--- src/port_de_pkg.sv ---
// Constants, register map and carrier types of the port D / port E block.
// Assumes a 32-bit classic Wishbone master and one 25 MHz system clock.
package port_de_pkg;
    // ==========================================
    // Bus and register map (word aligned)
    localparam int         DATA_W      = 32;
    localparam int         ADR_W       = 8;
    localparam logic [7:0] OFS_D_LEVEL = 8'h00;
    localparam logic [7:0] OFS_D_LATCH = 8'h04;
    localparam logic [7:0] OFS_D_DIR   = 8'h08;
    localparam logic [7:0] OFS_E_LEVEL = 8'h0C;
    localparam logic [7:0] OFS_E_LATCH = 8'h10;
    localparam logic [7:0] OFS_E_DIR   = 8'h14;
    localparam logic [7:0] OFS_AN_CFG  = 8'h18;

    // ==========================================
    // Field positions and reset values
    localparam int         E_PINS      = 3;
    localparam int         BIT_D_PU    = 7;
    localparam int         BIT_E_PU    = 6;
    localparam int         AN_E_LSB    = 5;
    localparam int         AN_E_MSB    = 7;
    localparam int         D_SHARED    = 6;
    localparam logic [7:0] RST_LAT     = 8'h00;
    localparam logic [7:0] RST_DIR_D   = 8'hFF;
    localparam logic [2:0] RST_DIR_E   = 3'h7;
    localparam logic [7:0] RST_AN_CFG  = 8'h00;

    // ==========================================
    // Carriers
    typedef struct packed {
        logic              cyc;
        logic              stb;
        logic              we;
        logic [3:0]        sel;
        logic [ADR_W-1:0]  adr;
        logic [DATA_W-1:0] dat;
    } wb_req_t;

    typedef struct packed {
        logic              ack;
        logic [DATA_W-1:0] dat;
    } wb_rsp_t;

    typedef struct packed {
        logic [7:0] d;
        logic [2:0] e;
    } pin_in_t;

    typedef struct packed {
        logic [7:0] d_out;
        logic [7:0] d_oe;
        logic [7:0] d_pu;
        logic [2:0] e_out;
        logic [2:0] e_oe;
        logic [2:0] e_pu;
    } pin_drv_t;

    typedef struct packed {
        logic       parallel_master_active;
        logic       parallel_read_strobe;
        logic       parallel_write_strobe;
        logic       parallel_byte_enable;
        logic [2:0] parallel_strobe_oe;
        logic [1:0] parallel_data_out;
        logic [1:0] parallel_data_oe;
        logic [1:0] remap_out;
        logic [1:0] remap_oe;
    } periph_out_t;

    typedef struct packed {
        logic [1:0] parallel_data_in;
        logic [1:0] remap_in;
        logic       parallel_rd_in;
        logic       parallel_wr_in;
        logic [2:0] analog_channel_en;
    } periph_in_t;

    typedef struct packed {
        logic [7:0]        lat_d;
        logic [7:0]        dir_d;
        logic [2:0]        lat_e;
        logic [2:0]        dir_e;
        logic              pu_d;
        logic              pu_e;
        logic [7:0]        pin_analog_select;
        logic [7:0]        lvl_d;
        logic [2:0]        lvl_e;
        pin_drv_t          drv;
        logic              ack;
        logic [DATA_W-1:0] rdata;
    } state_t;
endpackage

--- src/port_de_gpio.sv ---
// Port D / port E pin logic with a classic Wishbone register slave.
// Assumes pins and peripheral signals synchronous to clk_sys.
module port_de_gpio
    import port_de_pkg::*;
#(
    parameter bit LARGE_PKG = 1'b1
) (
    input  wire logic        clk_sys,
    input  wire logic        reset,
    input  wire wb_req_t     wb_req,
    output wb_rsp_t          wb_rsp,
    input  wire pin_in_t     pins,
    output pin_drv_t         pin_drv,
    input  wire periph_out_t periph,
    output periph_in_t       periph_in
);
    // ==========================================
    // Elaboration check
    if (E_PINS != AN_E_MSB - AN_E_LSB + 1) begin : g_bad_map
        $error("analog select field does not match port E width");
    end

    // ==========================================
    // State and reset value
    localparam state_t ST_RST = '{
        lat_d: RST_LAT, dir_d: RST_DIR_D, lat_e: RST_LAT[2:0], dir_e: RST_DIR_E,
        pu_d: 1'b0, pu_e: 1'b0, pin_analog_select: RST_AN_CFG, lvl_d: 8'h00, lvl_e: 3'h0,
        drv: '0, ack: 1'b0, rdata: '0
    };

    state_t     st_ff;
    state_t     nxt_st;
    logic       acc;
    logic       wr_ok;
    logic [2:0] an_e;

    // Bus request not yet answered
    assign acc   = wb_req.cyc & wb_req.stb & ~st_ff.ack;
    assign wr_ok = acc & wb_req.we & wb_req.sel[0];
    // Analog pins of port E: select bit clear means analog
    assign an_e  = ~st_ff.pin_analog_select[AN_E_MSB:AN_E_LSB];

    // ==========================================
    // Next state
    always_comb begin
        logic [7:0] rv;
        rv         = 8'h00;
        nxt_st     = st_ff;
        nxt_st.ack = 1'b0;

        // Pin sampling; analog pins lose digital input
        nxt_st.lvl_d = pins.d;
        nxt_st.lvl_e = pins.e & ~an_e;

        // Read mux, unused bits stay zero
        case (wb_req.adr)
            OFS_D_LEVEL: rv = LARGE_PKG ? st_ff.lvl_d : 8'h00;
            OFS_D_LATCH: rv = LARGE_PKG ? st_ff.lat_d : 8'h00;
            OFS_D_DIR:   rv = LARGE_PKG ? st_ff.dir_d : 8'h00;
            OFS_E_LEVEL: rv = LARGE_PKG ? {5'h00, st_ff.lvl_e} : 8'h00;
            OFS_E_LATCH: rv = LARGE_PKG ? {5'h00, st_ff.lat_e} : 8'h00;
            OFS_E_DIR:   rv = LARGE_PKG ? {st_ff.pu_d, st_ff.pu_e, 3'h0, st_ff.dir_e} : 8'h00;
            OFS_AN_CFG:  rv = LARGE_PKG ? st_ff.pin_analog_select : {3'h0, st_ff.pin_analog_select[AN_E_LSB-1:0]};
            default:     rv = 8'h00;
        endcase
        if (acc) begin
            nxt_st.ack   = 1'b1;
            nxt_st.rdata = {24'h000000, rv};
        end

        // Register writes, lane 0 only
        if (wr_ok) begin
            case (wb_req.adr)
                OFS_D_LEVEL, OFS_D_LATCH: begin
                    if (LARGE_PKG) nxt_st.lat_d = wb_req.dat[7:0];
                end
                OFS_D_DIR: begin
                    if (LARGE_PKG) nxt_st.dir_d = wb_req.dat[7:0];
                end
                OFS_E_LEVEL, OFS_E_LATCH: begin
                    if (LARGE_PKG) nxt_st.lat_e = wb_req.dat[2:0];
                end
                OFS_E_DIR: begin
                    if (LARGE_PKG) begin
                        nxt_st.dir_e = wb_req.dat[2:0];
                        nxt_st.pu_e  = wb_req.dat[BIT_E_PU];
                        nxt_st.pu_d  = wb_req.dat[BIT_D_PU];
                    end
                end
                OFS_AN_CFG: begin
                    nxt_st.pin_analog_select = wb_req.dat[7:0];
                    if (!LARGE_PKG) nxt_st.pin_analog_select[AN_E_MSB:AN_E_LSB] = 3'h0;
                end
                default: ;
            endcase
        end

        // Port D drive: latch by direction, then shared functions
        nxt_st.drv.d_out = st_ff.lat_d;
        nxt_st.drv.d_oe  = ~st_ff.dir_d;
        for (int k = 0; k < 2; k++) begin
            if (periph.remap_oe[k]) begin
                nxt_st.drv.d_out[D_SHARED+k] = periph.remap_out[k];
                nxt_st.drv.d_oe[D_SHARED+k]  = 1'b1;
            end else if (periph.parallel_master_active) begin
                nxt_st.drv.d_out[D_SHARED+k] = periph.parallel_data_out[k];
                nxt_st.drv.d_oe[D_SHARED+k]  = periph.parallel_data_oe[k];
            end
        end

        // Port E drive; analog selection does not touch it
        if (periph.parallel_master_active) begin
            nxt_st.drv.e_out = {periph.parallel_byte_enable,
                                periph.parallel_write_strobe,
                                periph.parallel_read_strobe};
            nxt_st.drv.e_oe  = periph.parallel_strobe_oe;
        end else begin
            nxt_st.drv.e_out = st_ff.lat_e;
            nxt_st.drv.e_oe  = ~st_ff.dir_e;
        end

        // Pull-ups only on pins set as inputs
        nxt_st.drv.d_pu = {8{st_ff.pu_d}} & st_ff.dir_d;
        nxt_st.drv.e_pu = {E_PINS{st_ff.pu_e}} & st_ff.dir_e;
    end

    // Register the whole state
    always_ff @(posedge clk_sys) begin
        if (reset) begin
            st_ff <= ST_RST;
        end else begin
            st_ff <= nxt_st;
        end
    end

    // ==========================================
    // Outputs
    assign wb_rsp.ack                  = st_ff.ack;
    assign wb_rsp.dat                  = st_ff.rdata;
    assign pin_drv                     = st_ff.drv;
    assign periph_in.parallel_data_in  = st_ff.lvl_d[7:6];
    assign periph_in.remap_in          = st_ff.lvl_d[7:6];
    assign periph_in.parallel_rd_in    = st_ff.lvl_e[0];
    assign periph_in.parallel_wr_in    = st_ff.lvl_e[1];
    assign periph_in.analog_channel_en = ~st_ff.pin_analog_select[AN_E_MSB:AN_E_LSB];
endmodule // port_de_gpio

--- config.mk ---
export PLATFORM = sky130hd
export DESIGN_NAME = port_de_gpio
export DESIGN_NICKNAME = d
export VERILOG_FILES = /design/src/port_de_pkg.sv /design/src/port_de_gpio.sv
export SDC_FILE = /design/constraint.sdc
export NUM_CORES = 1
export LEC_CHECK = 0
export BUFFER_PORTS_ARGS = -buffer_cell sky130_fd_sc_hd__buf_2
export CAP_MARGIN = 20
export CORE_MARGIN = 3
export CORE_UTILIZATION = 52
export DETAILED_ROUTE_END_ITERATION = 10
export HOLD_SLACK_MARGIN = 0.12
export PLACE_DENSITY = 0.82
export SYNTH_ARGS = -nofsm -noshare
export SYNTH_HDL_FRONTEND = slang
export SYNTH_SLANG_ARGS = --single-unit
--- constraint.sdc ---
create_clock -name clk_sys -period 5.55 [get_ports clk_sys]
set_clock_uncertainty 0.15 [all_clocks]
set_input_delay 0.555 -clock clk_sys [delete_from_list [all_inputs] [get_ports clk_sys]]
set_output_delay 0.555 -clock clk_sys [all_outputs]
set_load 0.03 [all_outputs]
Word-level counts from Yosys, hierarchy flattened
Cells that the tools add are included.
W data, S select, Z words.
Storage, ports and cells
  flip-flop bits (word level): 85
  bits of input ports: 75
  output and inout port bits: 75
  logic and storage cells: 54
Operators by class
  eq/ne operators: 6
  mux-type cells: 11
  bitwise operators: 12
  reductions and logical operators: 8
Operator list (count)
  $pmux W8 S7: 1
  $mux W33: 1
  $eq A8 B5 Y1 const B: 3
  $eq A8 B4 Y1 const B: 2
  $reduce_and A2 Y1: 5
  $not A3 Y3: 3
  $and A8 B8 Y8: 1
  $eq A8 B3 Y1 const B: 1
  $logic_not A8 Y1: 1
  $mux W1: 8
  $not A8 Y8: 1
  $and A3 B3 Y3: 2
  $mux W6: 1
  $and A1 B1 Y1: 4
  $reduce_or A2 Y1: 2
  $not A1 Y1: 1

Logic depth before layout (Yosys ltp)
Gate-level depths: netlist of run 1.
  depth in word-level cells: 5
  gate-level depth with buffers: 6
  mapped depth without buffers: 4

Least setup slack after synthesis of run 1
Ideal clock, no wire load.
  path kind: input to register
  from: input port wb_req[37] (netlist bit)
  to: register st_ff, in the netlist nxt_st[61]
  setup time: 0.121 ns
  arrival time: 2.427 ns
  data required time: 5.279 ns
  slack: 2.852 ns
  cell stages on the path: 5
  path buffers: 1
  cells stage by stage: or4_4 -> or4_1 -> buf_2 -> nor3_4 -> mux2_4
Between the ends
  cells in the longest elaborated chain, start to end: 3
  elaborated cells between the ends (all ways): 4
  those cells by class: 1 x eq/ne; 3 x reduce/logical
RTL lines
  start: declaration: line port_de_gpio.sv:10  | input wire wb_req_t wb_req,
  $eq A8 B3 Y1 or $logic_not A8 Y1 (tied branches): line port_de_gpio.sv:73  | case (wb_req.adr)
  $reduce_or A2 Y1 *: line port_de_gpio.sv:73
  $reduce_and A2 Y1 (no source line) *
  end signal: assignment: line port_de_gpio.sv:132  | st_ff <= nxt_st;
  end: declaration: line port_de_gpio.sv:31  | state_t st_ff;
Mark *: on every way between the ends. The rest lies on a longest branch, timed or not.
A chain may end at the register's enable or synchronous reset.

Worst setup path in the final report of run 1
Same ends and word-level chain as after synthesis.

==> run metrics, run 1 <==
Yosys top cell by area=dfxtp_1; mux contribution to synthesized area=0.124; Synth Cell Area=approximately 3800 µm²; peak supply drop=approximately 0.15 mV; Data required, critical path=5650 ps; clock-pin slew on the worst setup and hold paths=90 ps; number of flops mapped to enable cells by yosys=0; post-synthesis xor/xnor area fraction=0; fin cells=~550; Die Ht=91.8 µm; Synth async-reset ratio=0; yosys synthesis warning count=0; Crit Path Category=in2reg; Switching Share=0.262; largest net degree at the start of global routing=74; Yosys top cell area share=0.444; count of unique library cells instantiated by Yosys=36; Clk pwr share=0.378; Die ar.=8430 µm²; first-pass GRT wire length=around 12,000 µm; Root Driver=clkbuf_8; Logic pwr share=0.094; Detailed Place HPWL=5630 µm; # setup viols final=0; FP Rows=30; crit path capture type=flip-flop; clock latency on the worst-skew pair=360 ps; vias=2,674; Startpoint Class=input port; DR pass1 iterations=4; Post-CTS Setup Inserts=0; Pins Over Slew Limit=0; Most used DFF post-synth=dfxtp_1; DRC violations left=0; IO buf count=98; P&R area growth vs syn=7.81%; Final ANT Viol Nets=0; largest family of logic cells by synthesized area=simple AND/OR/NAND/NOR gates; sequential area share after synthesis=0.444; layout cells sized above 1=0.294; #FFs+latches synth=85; die width=roughly 92 µm; initial core utilization=0.548; Gates resized, CTS repair=0; Vias/cell=4.88; DRT iter0 DRCs=138; mean area per synthesized cell=9.48 µm²; Seq pwr share=0.528; setup_tns=0 ps; Worst Tran Pin Value=989 ps; P_int=around 860 µW; placed instance count=532; post-synthesis compound-gate area fraction=0.0735; wire length per cell=13.8 µm; Final Hold Fails=0; Post-synth top cells=dfxtp_1 (85), buf_4 (72), nor2_1 (51), mux2i_1 (34), nor2b_1 (26); total track usage=0.182; crit share post-route=0.481; Worst Path Max Fanout=8; Mapped Cells=a little over 400; slew margin rel.=0.335; CTS HTree Levels=3; outcome=complete, no violations; nets=522; number of global-route vias before repair=2,515; Max Freq=approximately 370 MHz; synth top area cells=dfxtp_1 (44%), buf_4 (14%), mux2i_1 (8.9%); Synth Area in Simple Gates=0.191; Post-Route WL=7590 µm; Leak=0.00183 µW; WP data arrival=2760 ps; RSZ-0062 raised after global routing=no; # Max-Cap Violations=0; number of diodes=0; I/O pins=150; CTS tree=built; clk buf depth=2; hold crit path type=in2reg; core area=6980 µm²; Sink Count=85; CTS buffer count=9; antenna violations before repair=0; PwrDens=284 nW/µm²; Post-Synth Adder-Cell Area=0; count leader, synth=dfxtp_1; total gr overflow=0; crit path time final=2670 ps; routability cong.=0.825; Post-CTS Hold Buffers=0; Psw=roughly 310 µW
## through the flow
stage	setup WS [ps]	util	total power (µW)	hold WS (ps)	cell area (µm²)
after detailed placement	2500	0.562	743	294	3920
after floorplan	2850	-	729	262	3920
final	2880	0.591	1170	251	4130
after global placement	2500	0.562	741	284	3920
after CTS	2880	0.591	1180	246	4130
after global routing	2840	0.591	1210	255	4130
## flip-flops by register name, summed over array words and instances, names as in the netlist
name and count:
st_ff 33, periph_in 4, pin_drv 33, nxt_st 6, wb_rsp 9
## cell families (layout without fill, tap and decap cells)
family                 after synthesis  count (layout)
flip-flops                          85              85
multiplexers                        45              45
other                                1              24
AND/OR/NAND/NOR                    133             133
buffers and inverters               97             122
AO/OA/AOI/OAI                       43              43
## final cells by class
| cell class | instances | area, µm² |
|---|---|---|
| clock buffer | 9 | 124 |
| clock inverter | 7 | 80.1 |
| fill | 612 | 2850 |
| inverter | 7 | 26.3 |
| multi-input combinational | 245 | 1580 |
| sequential | 85 | 1700 |
| tap | 96 | 120 |
| timing repair buffer | 99 | 498 |
## placed cells by master, fill, tap and decap left out, drive strengths merged
cell type / synthesis / final
conb: 1 / 24
nand2: 11 / 11
mux2i: 34 / 34
and2: 11 / 11
bufinv: 0 / 1
a32o: 1 / 1
nor2: 51 / 51
nand3b: 3 / 3
nand4bb: 2 / 2
o21ai: 14 / 14
clkinv: 0 / 1
clkinvlp: 0 / 2
and3: 3 / 3
a211o: 3 / 3
buf: 79 / 99
nor2b: 26 / 26
o32ai: 1 / 1
a22oi: 3 / 3
nand3: 6 / 6
nor3: 2 / 2
dfxtp: 85 / 85
o22ai: 2 / 2
a32oi: 1 / 1
a21oi: 8 / 8
clkbuf: 11 / 9
mux2: 11 / 11
or4: 2 / 2
or2: 2 / 2
a22o: 6 / 6
a211oi: 4 / 4
inv: 7 / 10
nand2b: 11 / 11
nor4: 2 / 2
nand4: 1 / 1
## metal layers
metal | up-vias | part of all wire | track usage
met5 | - | 0 | 0
met4 | 0 | 0.014 | 0.0668
met3 | 12 | 0.081 | 0.0328
met2 | 117 | 0.45 | 0.296
met1 | 1214 | 0.45 | 0.242
li1 | 1331 | - | -
## path summary, 6_finish.rpt
path	from	end	slack, ps	depth (start not counted)
worst max-delay path	wb_req[37]	nxt_st[61]	2880	5
worst min-delay path	pins[7]	st_ff[73]	250	2
worst max register to register	wb_rsp[32]	nxt_st[61]	3200	4
worst min register to register	st_ff[95]	pin_drv[19]	300	1
## critical path: stages
cell	delay, ps
buf_2	100
or4_4	570
or4_1	660
nor3_4	530
mux2_4	340
## power by group through the flow
stage          clock network (µW)  registers [µW]  logic (µW)
3_3_place_gp                    0             633         108
3_5_place_dp                    0             633         110
2_1_floorplan                   0             632        96.8
6_report                      443             618         110
5_1_grt                       476             619         120
4_1_cts                       452             618         110
(Power assumes the default switching activity.)
==> run 2, diff against run 1 <==
--- a/config.mk
+++ b/config.mk
@@ -8,10 +8,10 @@
 export BUFFER_PORTS_ARGS = -buffer_cell sky130_fd_sc_hd__buf_2
 export CAP_MARGIN = 20
 export CORE_MARGIN = 3
-export CORE_UTILIZATION = 52
+export CORE_UTILIZATION = 49
 export DETAILED_ROUTE_END_ITERATION = 10
 export HOLD_SLACK_MARGIN = 0.12
-export PLACE_DENSITY = 0.82
+export PLACE_DENSITY = 0.77
 export SYNTH_ARGS = -nofsm -noshare
 export SYNTH_HDL_FRONTEND = slang
 export SYNTH_SLANG_ARGS = --single-unit
==> constraint.sdc (replaced) <==
create_clock -name clk_sys -period 2.5 [get_ports clk_sys]
set_clock_uncertainty 0.15 [all_clocks]
set_input_delay 0.25 -clock clk_sys [delete_from_list [all_inputs] [get_ports clk_sys]]
set_output_delay 0.25 -clock clk_sys [all_outputs]
set_load 0.03 [all_outputs]
==> run 2 against run 1 <==
- combinational power increased to 2.7 times the previous value
- wire length increased by 14%
- die area increased by 5.7%
- non-clock buffer count increased by 42
- total power increased by 120%
- setup slack got worse by 2600 ps
- sequential share of layout area decreased by 3.6 points
- hold slack got worse by 93 ps
- critical path type unchanged
- critical endpoint is now st_ff[99]
- largest power group unchanged
==> run metrics, run 2 (synthesis results as in run 1) <==
Crit Path Category=in2reg; commonest cells after routing, fill and taps aside=buf_2 (98), dfxtp_1 (85), nor2_1 (51); Crit path buffers/inverters=4; crit path capture type=flip-flop; largest net degree at the start of global routing=34; Worst Tran Pin Value=571 ps; Final ANT Viol Nets=0; Root Driver=clkbuf_8; crit path time final=roughly 2200 ps; CTS buffer count=9; Startpoint Class=input port; CP cell instances=dlygate4sd3_1, buf_2, nand3b_1, or4_1, buf_4, nor3_4, buf_12, mux2i_1; initial core utilization=0.517; CTS HTree Levels=3; antenna violations before repair=0; peak supply drop=between 0.3 and 0.4 mV; CTS tree=built; PwrDens=~570 nW/µm²; outcome=complete, no violations; Final Hold Fails=0; wire length per cell=14.7 µm; Die Ht=94.4 µm; FP Rows=31; first-pass GRT wire length=13,600 µm; IO buf count=98; Detailed Place HPWL=5910 µm; clk buf depth=2; # setup viols final=0; Max Freq=457 MHz; DRC violations left=0; clock-pin slew on the worst setup and hold paths=80 ps; clock latency on the worst-skew pair=350 ps; number of diodes=0; fin util=0.611; WP data arrival=2320 ps; # Max-Cap Violations=0; Leak=0.00201 µW; nets=564; vias=2,850; routability cong.=0.801; P&R area growth vs syn=18.1%; Sink Count=85; Pins Over Slew Limit=0; Worst Path Max Fanout=8; Data required, critical path=2630 ps; total track usage=0.199; hold crit path type=in2reg; Largest delay share family, worst path=buffers and inverters; die width=between 90 and 100 µm; largest stage delay on the critical path=610 ps; Die ar.=8910 µm²; setup_tns=0 ps; crit share post-route=0.876; DR pass1 iterations=4; layout cells sized above 1=0.276; number of global-route vias before repair=approximately 2.9k; total gr overflow=0; Post-Route WL=~8700 µm; most common cell after layout, fill and taps aside=buf_2; core area=about 7400 µm²; RSZ-0062 raised after global routing=no; Post-CTS Setup Inserts=0; slowest CP cell=or4_1; slew margin rel.=0.619; Total Power=~2600 µW; Vias/cell=a little under 5; I/O pins=150; DRT iter0 DRCs=145
run 2: worst paths after layout:
check	slack (ps)	start	cells after the start	end
max	310	wb_req[45]	8	st_ff[99]
min	160	reset	2	st_ff[82]
min reg2reg	300	wb_rsp[6]	2	wb_rsp[6]
max reg2reg	430	wb_rsp[32]	6	st_ff[99]
run 2: power by group:
| part | leakage (µW) | total [µW] | internal (µW) | switching (µW) |
|---|---|---|---|---|
| Clock | 0.0000923 | 916 | 477 | 439 |
| Sequential | 0.000689 | 1370 | 1370 | 5.59 |
| Combinational | 0.00123 | 296 | 116 | 181 |
run 2: final cells by class:
type | count | area (µm²)
Clock buffer | 12 | 145
Clock inverter | 2 | 35.0
Fill cell | 633 | 2890
Inverter | 7 | 26.3
Multi-Input combinational cell | 245 | 1580
Sequential cell | 85 | 1700
Tap cell | 99 | 124
Timing Repair Buffer | 141 | 913
run 2: what timing repair did:
action                    4_1_cts  5_1_grt
hold buffers                   35        0
hold endpoints to repair       51        0
resized for setup               0        0
run 2: routing by layer:
layer	wire [µm]	global-route usage
met4	116	0.0578
met5	0	0
met2	4200	0.354
met3	537	0.0534
met1	3820	0.235
run 2: per-stage QoR:
step | area, µm² | hold slack (ps) | cells | setup slack, ps
floorplan | 3920 | 218 | 427 | 107
global placement | 3990 | 289 | 542 | 146
detailed placement | 3990 | 285 | 542 | 92.0
CTS | 4520 | 146 | 591 | 339
global route | 4520 | 177 | 591 | 229
finish | 4520 | 158 | 591 | 310
